[src/rsc_pkg.sv]
// Constants, codes, state type and decode functions of the reset source controller.
// Assumes a 100 MHz system clock and a byte-wide register port.
package rsc_pkg;

  // Clock and timer width
  localparam int CLK_PERIOD_NS = 10;
  localparam int TIMER_W       = 10;

  // Delay figures in ns, turned into cycle counts (least times round up)
  localparam int SOFT_RESET_DELAY_NS       = 5000;
  localparam int PIN_RELEASE_DELAY_NS      = 3000;
  localparam int UNDERVOLTAGE_QUALIFY_NS   = 4000;
  localparam int SOFT_RESET_CYC  = (SOFT_RESET_DELAY_NS + CLK_PERIOD_NS - 1) / CLK_PERIOD_NS;
  localparam int PIN_RELEASE_CYC = (PIN_RELEASE_DELAY_NS + CLK_PERIOD_NS - 1) / CLK_PERIOD_NS;
  localparam int QUALIFY_CYC     = (UNDERVOLTAGE_QUALIFY_NS + CLK_PERIOD_NS - 1) / CLK_PERIOD_NS;

  // Timer load and compare values
  localparam logic [TIMER_W-1:0] SOFT_RESET_LOAD  = TIMER_W'(SOFT_RESET_CYC - 1);
  localparam logic [TIMER_W-1:0] PIN_RELEASE_LOAD = TIMER_W'(PIN_RELEASE_CYC - 1);
  localparam logic [TIMER_W-1:0] QUALIFY_LAST     = TIMER_W'(QUALIFY_CYC - 1);
  localparam logic [TIMER_W-1:0] QUALIFY_SAT      = TIMER_W'(QUALIFY_CYC);
  localparam logic [TIMER_W-1:0] TIMER_ONE        = TIMER_W'(1);
  localparam logic [TIMER_W-1:0] TIMER_ZERO       = TIMER_W'(0);

  // Register map
  localparam logic [3:0] ADDR_PIN_SELECT  = 4'h0;
  localparam logic [3:0] ADDR_CAUSE_FLAGS = 4'h1;
  localparam logic [3:0] ADDR_LV_SELECT   = 4'h2;

  // Values after power-on
  localparam logic [7:0] PIN_SELECT_POR  = 8'h55;
  localparam logic [7:0] LV_SELECT_POR   = 8'h66;
  localparam logic [3:0] CAUSE_FLAGS_POR = 4'h0;
  localparam logic [3:0] UPPER_ZERO      = 4'h0;
  localparam logic [7:0] READ_IDLE       = 8'h00;

  // Reset pin selection codes
  localparam logic [7:0] PIN_SEL_IO    = 8'h55;
  localparam logic [7:0] PIN_SEL_RESET = 8'hAA;

  // Undervoltage threshold codes
  localparam logic [7:0] LV_CODE_1V7  = 8'h66;
  localparam logic [7:0] LV_CODE_1V9  = 8'h55;
  localparam logic [7:0] LV_CODE_2V55 = 8'h33;
  localparam logic [7:0] LV_CODE_3V15 = 8'h99;
  localparam logic [7:0] LV_CODE_3V8  = 8'hAA;
  localparam logic [7:0] LV_CODE_OFF  = 8'hF0;
  localparam logic [2:0] THR_NONE     = 3'h7;

  // Cause flag positions
  localparam int FLAG_PIN_SEL  = 3;
  localparam int FLAG_UV_EVENT = 2;
  localparam int FLAG_UV_SEL   = 1;
  localparam int FLAG_WDT      = 0;

  // Sequencer states, Gray along run, wait, hold, release
  typedef enum logic [1:0] {
    ST_RUN       = 2'b00,
    ST_SOFT_WAIT = 2'b01,
    ST_HOLD      = 2'b11,
    ST_RELEASE   = 2'b10
  } rsc_state_e;

  // Pin selection code is one of the two legal patterns
  function automatic logic pinSelValid(input logic [7:0] code);
    pinSelValid = (code == PIN_SEL_IO) || (code == PIN_SEL_RESET);
  endfunction

  // Threshold index 0..4, or none for disable and illegal codes
  function automatic logic [2:0] lvThresholdIndex(input logic [7:0] code);
    case (code)
      LV_CODE_1V7:  lvThresholdIndex = 3'h0;
      LV_CODE_1V9:  lvThresholdIndex = 3'h1;
      LV_CODE_2V55: lvThresholdIndex = 3'h2;
      LV_CODE_3V15: lvThresholdIndex = 3'h3;
      LV_CODE_3V8:  lvThresholdIndex = 3'h4;
      default:      lvThresholdIndex = THR_NONE;
    endcase
  endfunction

  // Threshold code or the disable code
  function automatic logic lvCodeValid(input logic [7:0] code);
    lvCodeValid = (lvThresholdIndex(code) != THR_NONE) || (code == LV_CODE_OFF);
  endfunction

endpackage

[src/rsc_reset_source_control.sv]
// Reset source controller: power-on, pin, undervoltage and soft resets.
// Assumes synchronous pin and comparator inputs and a one-cycle register port.
// Functional notes
// - Power-on reset holds CPU, restarts at zero.
// - Power-on reset presets all port registers high.
// - Selected pin held low resets the CPU.
// - Extra delay after pin release before running.
// - Pin reset keeps port registers unchanged.
// - Pin select codes: 0x55 I/O, 0xAA reset.
// - Other pin select codes reset after delay.
// - That soft reset sets cause flag bit 3.
// - Pin select 0x55 at power-on and resets.
// - Reset pin selection overrides other pin sharing.
// - Upper four flag bits read as zero.
// - Bit 3 cleared only by software.
// - Low supply must persist before resetting.
// - Decode five thresholds and the disable code.
// - Illegal threshold code: delayed reset, flag, restore.
// - Real undervoltage reset keeps threshold register.
// - Monitoring off in idle or sleep.
// - Threshold register powers up as 0x66.
// - Undervoltage event sets flag bit 2.
// - Watchdog code fault sets flag bit 0.
`timescale 1ns/1ps
`default_nettype none
module rsc_reset_source_control
  import rsc_pkg::*;
(
  input  wire logic       clk,
  input  wire logic       sys_rst,
  input  wire logic       extResetNPin,
  input  wire logic       supplyLow,
  input  wire logic       lowPowerMode,
  input  wire logic       wdtCtrlFault,
  input  wire logic [3:0] regAddr,
  input  wire logic [7:0] regWdata,
  input  wire logic       regWr,
  input  wire logic       regRd,
  output logic      [7:0] regRdata,
  output logic            cpuReset,
  output logic            portPreset,
  output logic            resetPinEnable,
  output logic            lvMonitorEn,
  output logic      [2:0] lvThreshold
);

  rsc_state_e state, next_state;
  logic [7:0] pinSelect, next_pinSelect;
  logic [7:0] lowVoltageSelect, next_lowVoltageSelect;
  logic [3:0] causeFlags, flagSet;
  logic       causePin, causeLv, holdByPin;
  logic       softStart, softDone, relStart, relDone;
  logic       lvFire, pinResetReq, holdReq, softBad, enterHold, fromSoft;
  logic       wrEn, wrPin, wrFlags, wrLv;

  // Software writes land only while the CPU runs
  assign wrEn    = regWr && (state == ST_RUN);
  assign wrPin   = wrEn && (regAddr == ADDR_PIN_SELECT);
  assign wrFlags = wrEn && (regAddr == ADDR_CAUSE_FLAGS);
  assign wrLv    = wrEn && (regAddr == ADDR_LV_SELECT);

  // Reset requests from pin, supply and corrupted selection codes
  assign pinResetReq = resetPinEnable && !extResetNPin;
  assign holdReq     = (holdByPin && !extResetNPin) || (lvMonitorEn && supplyLow);
  assign softBad     = !pinSelValid(pinSelect) || !lvCodeValid(lowVoltageSelect);
  assign enterHold   = (next_state == ST_HOLD) && (state != ST_HOLD);
  assign fromSoft    = (state == ST_SOFT_WAIT) && softDone;
  assign softStart   = (next_state == ST_SOFT_WAIT) && (state != ST_SOFT_WAIT);
  assign relStart    = (next_state == ST_RELEASE) && (state != ST_RELEASE);

  // Sequencer: pin, supply and watchdog faults win over soft faults
  always_comb begin
    next_state = state;
    case (state)
      ST_RUN: begin
        if (pinResetReq || lvFire || wdtCtrlFault) begin
          next_state = ST_HOLD;
        end else if (softBad) begin
          next_state = ST_SOFT_WAIT;
        end
      end
      ST_SOFT_WAIT: begin
        if (pinResetReq || lvFire || wdtCtrlFault || softDone) begin
          next_state = ST_HOLD;
        end
      end
      ST_HOLD: begin
        if (!holdReq) begin
          next_state = ST_RELEASE;
        end
      end
      ST_RELEASE: begin
        if (pinResetReq || lvFire) begin
          next_state = ST_HOLD;
        end else if (relDone) begin
          next_state = ST_RUN;
        end
      end
      default: begin
        next_state = ST_HOLD;
      end
    endcase
  end

  // State register; power-on enters hold then the release delay
  always_ff @(posedge clk) begin
    if (sys_rst) begin
      state <= ST_HOLD;
    end else begin
      state <= next_state;
    end
  end

  // Soft reset delay timer
  rsc_delay_timer uSoftTimer (
    .clk       (clk),
    .sys_rst   (sys_rst),
    .start     (softStart),
    .loadValue (SOFT_RESET_LOAD),
    .done      (softDone)
  );

  // Delay after the reset line rises again
  rsc_delay_timer uReleaseTimer (
    .clk       (clk),
    .sys_rst   (sys_rst),
    .start     (relStart),
    .loadValue (PIN_RELEASE_LOAD),
    .done      (relDone)
  );

  // Low-supply persistence filter
  rsc_supply_filter uSupplyFilter (
    .clk       (clk),
    .sys_rst   (sys_rst),
    .monitorEn (lvMonitorEn),
    .supplyLow (supplyLow),
    .qualified (lvFire)
  );

  // Remember which code was corrupt when the soft wait starts
  always_ff @(posedge clk) begin
    if (sys_rst) begin
      causePin <= 1'b0;
      causeLv  <= 1'b0;
    end else if (softStart) begin
      causePin <= !pinSelValid(pinSelect);
      causeLv  <= !lvCodeValid(lowVoltageSelect);
    end
  end

  // A pin reset holds until the line rises, even after select restore
  always_ff @(posedge clk) begin
    if (sys_rst) begin
      holdByPin <= 1'b0;
    end else if (enterHold) begin
      holdByPin <= pinResetReq;
    end else if (next_state != ST_HOLD) begin
      holdByPin <= 1'b0;
    end
  end

  // Next pin selection: every reset made here restores it
  always_comb begin
    next_pinSelect = pinSelect;
    if (enterHold) begin
      next_pinSelect = PIN_SELECT_POR;
    end else if (wrPin) begin
      next_pinSelect = regWdata;
    end
  end

  // Next threshold code: only its own corruption restores it
  always_comb begin
    next_lowVoltageSelect = lowVoltageSelect;
    if (fromSoft && causeLv) begin
      next_lowVoltageSelect = LV_SELECT_POR;
    end else if (wrLv) begin
      next_lowVoltageSelect = regWdata;
    end
  end

  // Selection registers
  always_ff @(posedge clk) begin
    if (sys_rst) begin
      pinSelect        <= PIN_SELECT_POR;
      lowVoltageSelect <= LV_SELECT_POR;
    end else begin
      pinSelect        <= next_pinSelect;
      lowVoltageSelect <= next_lowVoltageSelect;
    end
  end

  // Hardware set events for the cause flags
  always_comb begin
    flagSet                = 4'h0;
    flagSet[FLAG_PIN_SEL]  = fromSoft && causePin;
    flagSet[FLAG_UV_EVENT] = lvFire;
    flagSet[FLAG_UV_SEL]   = fromSoft && causeLv;
    flagSet[FLAG_WDT]      = wdtCtrlFault;
  end

  // Sticky flags: zero written clears, one keeps, set beats clear
  always_ff @(posedge clk) begin
    if (sys_rst) begin
      causeFlags <= CAUSE_FLAGS_POR;
    end else if (wrFlags) begin
      causeFlags <= (causeFlags & regWdata[3:0]) | flagSet;
    end else begin
      causeFlags <= causeFlags | flagSet;
    end
  end

  // CPU reset covers hold and release; PC restarts at zero after it
  always_ff @(posedge clk) begin
    if (sys_rst) begin
      cpuReset <= 1'b1;
    end else begin
      cpuReset <= (next_state == ST_HOLD) || (next_state == ST_RELEASE);
    end
  end

  // Port preset only from power-on; other resets leave ports alone
  always_ff @(posedge clk) begin
    if (sys_rst) begin
      portPreset <= 1'b1;
    end else if (next_state == ST_RUN) begin
      portPreset <= 1'b0;
    end
  end

  // Reset function claims the shared pin over other sharing controls
  always_ff @(posedge clk) begin
    if (sys_rst) begin
      resetPinEnable <= 1'b0;
    end else begin
      resetPinEnable <= (next_pinSelect == PIN_SEL_RESET);
    end
  end

  // Monitor enable and threshold index for the comparator
  always_ff @(posedge clk) begin
    if (sys_rst) begin
      lvMonitorEn <= 1'b0;
      lvThreshold <= THR_NONE;
    end else begin
      lvMonitorEn <= (lvThresholdIndex(next_lowVoltageSelect) != THR_NONE)
                     && !lowPowerMode;
      lvThreshold <= lvThresholdIndex(next_lowVoltageSelect);
    end
  end

  // Read port: data in the cycle after the strobe only
  always_ff @(posedge clk) begin
    if (sys_rst || !regRd) begin
      regRdata <= READ_IDLE;
    end else begin
      case (regAddr)
        ADDR_PIN_SELECT:  regRdata <= pinSelect;
        ADDR_CAUSE_FLAGS: regRdata <= {UPPER_ZERO, causeFlags};
        ADDR_LV_SELECT:   regRdata <= lowVoltageSelect;
        default:          regRdata <= READ_IDLE;
      endcase
    end
  end

  // Cycles spent in the current state, for the timing checks
  logic [TIMER_W-1:0] stateCyc;
  always_ff @(posedge clk) begin
    if (sys_rst || (next_state != state)) begin
      stateCyc <= TIMER_ZERO;
    end else begin
      stateCyc <= stateCyc + TIMER_ONE;
    end
  end
endmodule
`default_nettype wire

[src/rsc_delay_timer.sv]
// One-shot down counter giving a done pulse a loaded number of cycles later.
// Assumes start is a one-cycle pulse; a new start restarts the count.
`timescale 1ns/1ps
`default_nettype none
module rsc_delay_timer
  import rsc_pkg::*;
(
  input  wire logic               clk,
  input  wire logic               sys_rst,
  input  wire logic               start,
  input  wire logic [TIMER_W-1:0] loadValue,
  output logic                    done
);

  logic [TIMER_W-1:0] count;

  // Load on start, then count down to zero and stop
  always_ff @(posedge clk) begin
    if (sys_rst) begin
      count <= TIMER_ZERO;
    end else if (start) begin
      count <= loadValue;
    end else if (count != TIMER_ZERO) begin
      count <= count - TIMER_ONE;
    end
  end

  // Single pulse as the count leaves one
  always_ff @(posedge clk) begin
    if (sys_rst || start) begin
      done <= 1'b0;
    end else begin
      done <= (count == TIMER_ONE);
    end
  end

endmodule
`default_nettype wire

[src/rsc_supply_filter.sv]
// Persistence filter for the low-supply comparator.
// Assumes the comparator output is synchronous to clk.
`timescale 1ns/1ps
`default_nettype none
module rsc_supply_filter
  import rsc_pkg::*;
(
  input  wire logic clk,
  input  wire logic sys_rst,
  input  wire logic monitorEn,
  input  wire logic supplyLow,
  output logic      qualified
);

  logic [TIMER_W-1:0] lowCnt;
  logic               lowNow;

  assign lowNow = monitorEn && supplyLow;

  // Count consecutive low samples, any high sample restarts
  always_ff @(posedge clk) begin
    if (sys_rst || !lowNow) begin
      lowCnt <= TIMER_ZERO;
    end else if (lowCnt != QUALIFY_SAT) begin
      lowCnt <= lowCnt + TIMER_ONE;
    end
  end

  // One pulse per episode once the dip outlasts the window
  always_ff @(posedge clk) begin
    if (sys_rst) begin
      qualified <= 1'b0;
    end else begin
      qualified <= lowNow && (lowCnt == QUALIFY_LAST);
    end
  end

endmodule
`default_nettype wire

[config.mk]
export PLATFORM = sky130hd
export DESIGN_NAME = rsc_reset_source_control
export DESIGN_NICKNAME = d
export VERILOG_FILES = /design/src/rsc_pkg.sv /design/src/rsc_reset_source_control.sv /design/src/rsc_delay_timer.sv /design/src/rsc_supply_filter.sv
export SDC_FILE = /design/constraint.sdc
export NUM_CORES = 1
export LEC_CHECK = 0
export BUFFER_PORTS_ARGS = -buffer_cell sky130_fd_sc_hd__buf_2
export CAP_MARGIN = 20
export CORE_UTILIZATION = 53
export CTS_CLUSTER_DIAMETER = 50
export DETAILED_ROUTE_END_ITERATION = 16
export GPL_TIMING_DRIVEN = 0
export PLACE_DENSITY_LB_ADDON = 0.08
export SYNTH_ARGS = -nofsm -noshare
export SYNTH_HDL_FRONTEND = slang
export SYNTH_SLANG_ARGS = --single-unit
export TNS_END_PERCENT = 100
[constraint.sdc]
create_clock -name clk -period 2.6 [get_ports clk]
set_clock_uncertainty 0.2 [all_clocks]
set_input_delay 0.52 -clock clk [delete_from_list [all_inputs] [get_ports clk]]
set_output_delay 0.52 -clock clk [all_outputs]
set_load 0.005 [all_outputs]
==> results by group <==
Floorplanning
  – Core area: approximately 0.0063 sq mm
  – IO Pins: 35
  – Die area: between 0.006 and 0.007 sq mm
  – Chip Height: roughly 83 um
  – Initial Util: a little over half
  – Die X: approximately 83 um
  – Rows: 29

Clock network
  – Clock tree buffer depth: 2
  – CTS Buf Count: 9
  – Setup Fix Bufs, Post-CTS: 0
  – Clock sink total: 73
  – Worst-Skew Late Latency: 340 ps
  – H-tree depth: 3
  – CTS tree: done
  – Clock slew at reported path FFs: 80 ps
  – Cts hold-fix bufs: 0
  – Root Driver: clkbuf_8

Synth
  – Share of the synthesized area in the top cell type: 42.0%
  – Warnings, synthesis: 0
  – Syn_nets: between 400 and 500
  – Yosys cell types: 52
  – Largest area contributor in the netlist: dfxtp_1
  – Count of state elements after synthesis: 73
  – Mean Syn Cell Area: just under 9 sq um
  – FFs w/ async S/R, synth: 0%
  – Synth Instances: about 400
  – EDFF count, synth: 0
  – Register area share after synthesis: a little over two fifths
  – Mapped cell area: roughly 0.0035 sq mm
  – Synth area leaders: dfxtp_1 (42%), mux2i_1 (6.6%), nor2_1 (5.4%), nand2_1 (4.7%), nor4bb_1 (4.6%)
  – Main synth FF type: dfxtp_1

Global routing
  – Number of global-route vias before repair: between 2000 and 3000
  – Pin count of the biggest net entering global routing: 14
  – Met1 Resource Use GR: 32.6%
  – Met3 usage in global routing: approximately 4.2%
  – GR peak layer: met2
  – Overall Global Routing Usage: between 20% and 30%
  – GR Util met2: between 30% and 40%
  – First-pass GRT wire length: roughly 13 mm
  – Initial antenna violation count: 0
  – Grt ovf: 0

Setup path
  – Critical-path cell list: buf_2 -> or2_1 -> buf_6 -> or4_4 -> buf_6 -> mux2_4 -> nor3b_1 -> or3_1
  – Crit Path Max Fanout: 10
  – Bufs and invs on worst path: 3
  – CP top delay family: simple AND/OR/NAND/NOR gates
  – Startpoint types: flip-flop
  – Crit-path most repeated cell: buf_6
  – Slowest cell on crit path: or4_4
  – Critical path class: flip-flop to flip-flop
  – Critical Path RT: roughly 2600 ps
  – Critical Path End Type: flip-flop
  – Crit path arrival time: 2540 ps
  – CP peak stage delay: around 470 ps

Cells and area
  – Final instance area: 0.00396 sq mm
  – Diode count: 0
  – Layout Area Growth over Synthesis: 13.6%
  – Nets@finish: 471
  – Layout cells sized above 1: around 15%
  – Most frequent cells in the layout: dfxtp_1 (73), nor2_1 (50), nand2_1 (44)
  – Most common cell after layout, fill and taps aside: dfxtp_1

Routing
  – Wire length per cell: roughly 15 um
  – 1st-iter DRT viols: 170
  – DRC: 0
  – Final WL: between 7 and 8 mm
  – Final ANT Viol Nets: 0
  – TritonRoute pass-1 iters: 4
  – Vias after detailed routing: 3054
  – Vias/cell: roughly 5.8

Timing
  – RSZ-0062 raised after global routing: false
  – Final setup TNS: 0 ps
  – Hold Vio Cnt, Final: 0
  – Fin. max-slew vios: 0
  – Slew @ Worst Pin: 898 ps
  – Fin crit share: between 90% and 100%
  – Slew margin rel.: 39.6%
  – Max Clock Freq: slightly below 0.4 GHz
  – # setup viols final: 0
  – Post-layout min period: around 2500 ps

Power
  – Worst vdd ir: 0.000648 V
  – Lkg Pwr: 1.50 nW
  – Pwr dens: around 680 mW/mm^2

Place
  – Input/output buffers: 33
  – Hpwl dp: ~5.8 mm
  – Dpl cell area: 0.00375 sq mm
  – Routability cong.: 0.848

Outcome
  – Outcome: completed

Run
  – Max-cap violations: 0

Worst hold path
  – Worst min path class: input pin to flip-flop
routing by layer:
layer / vias up / share of wire [%]
li1: 1527 / -
met1: 1448 / 49
met2: 61 / 45
met3: 18 / 3.7
met4: 0 / 2.0
met5: - / 0
state kept, by name, indices dropped and copies added, names as in the netlist, 2 cells and up:
register / count
uReleaseTimer.count: 10
uSoftTimer.count: 10
uSupplyFilter.lowCnt: 10
lowVoltageSelect: 8
pinSelect: 8
regRdata: 8
causeFlags: 4
lvThreshold: 3
state: 2
power breakdown:
| part | internal, mW | switching, mW |
|---|---|---|
| clock | 0.447 | 0.433 |
| combinational | 0.241 | 0.292 |
| sequential | 1.19 | 0.0745 |
path summary, 6_finish.rpt:
check | startpoint | endpoint | slack [ps] | cells past startpoint
setup / recovery | state[1]$_SDFF_PP1_ | lvThreshold[2]$_SDFF_PP1_ | 90 | 8
hold / removal | lowPowerMode | lvMonitorEn$_SDFF_PP0_ | 140 | 2
setup reg to reg | state[1]$_SDFF_PP1_ | lvThreshold[2]$_SDFF_PP1_ | 90 | 8
hold reg to reg | causePin$_SDFFE_PP0P_ | causeFlags[3]$_SDFF_PP0_ | 270 | 2
synth_stat cells (all sizes together), types with 2 or more instances:
| library cell | n |
|---|---|
| nand2b | 7 |
| nand2 | 44 |
| a211oi | 2 |
| nand3 | 13 |
| o2111ai | 2 |
| nand4 | 5 |
| nor4 | 10 |
| mux2i | 23 |
| nand3b | 4 |
| o22ai | 2 |
| nor3 | 15 |
| nor2 | 50 |
| or4 | 7 |
| nor2b | 2 |
| ha | 6 |
| or3b | 3 |
| clkbuf | 9 |
| or3 | 7 |
| xor2 | 10 |
| buf | 7 |
| dfxtp | 73 |
| a2bb2oi | 2 |
| xnor2 | 7 |
| o21ai | 9 |
| nor3b | 4 |
| nor4bb | 16 |
| a21oi | 29 |
| and3 | 2 |
| or2 | 3 |
| inv | 11 |
| a31oi | 3 |
cells by family (layout without fill, tap and decap cells):
logic type,count (synthesis),in the layout,share of synthesized area (%)
simple gates,197,197,30.8
flops,73,73,42.0
compound gates,58,58,10.1
buf+inv,27,75,3.63
mux,24,24,7.04
xor+xnor,17,17,4.28
fa+ha+maj,6,6,2.16
cell type report:
| class | instances | area [sq um] |
|---|---|---|
| plain buffers | 15 | 81.3 |
| clock buffers | 10 | 128 |
| clock inverters | 6 | 67.6 |
| fillers | 570 | 2390 |
| inverters | 11 | 41.3 |
| multi-input cells | 302 | 1910 |
| flip-flops and latches | 73 | 1460 |
| well taps | 77 | 96.3 |
| repair buffers | 33 | 165 |
through the flow:
| step | std cells | total power [mW] | hold WS [ps] | worst slack [ps] | util, % |
|---|---|---|---|---|---|
| finish | 527 | 2.68 | 140 | 87.1 | 62.3 |
| global route | 527 | 2.83 | 126 | 9.01 | 62.3 |
| CTS | 528 | 2.69 | 131 | 9.58 | 62.1 |
| detailed placement | 512 | 1.80 | 262 | -185 | 59.0 |
| global placement | 512 | 1.79 | 250 | -162 | 59.0 |
| floorplan | 402 | 1.68 | 228 | 81.7 | - |
timing repair:
action,in CTS,in global routing
resized for setup,0,3
endpoints found under the setup margin,0,5
hold endpoints to repair,0,0
Note: power is estimated with default switching activity, not from simulation.
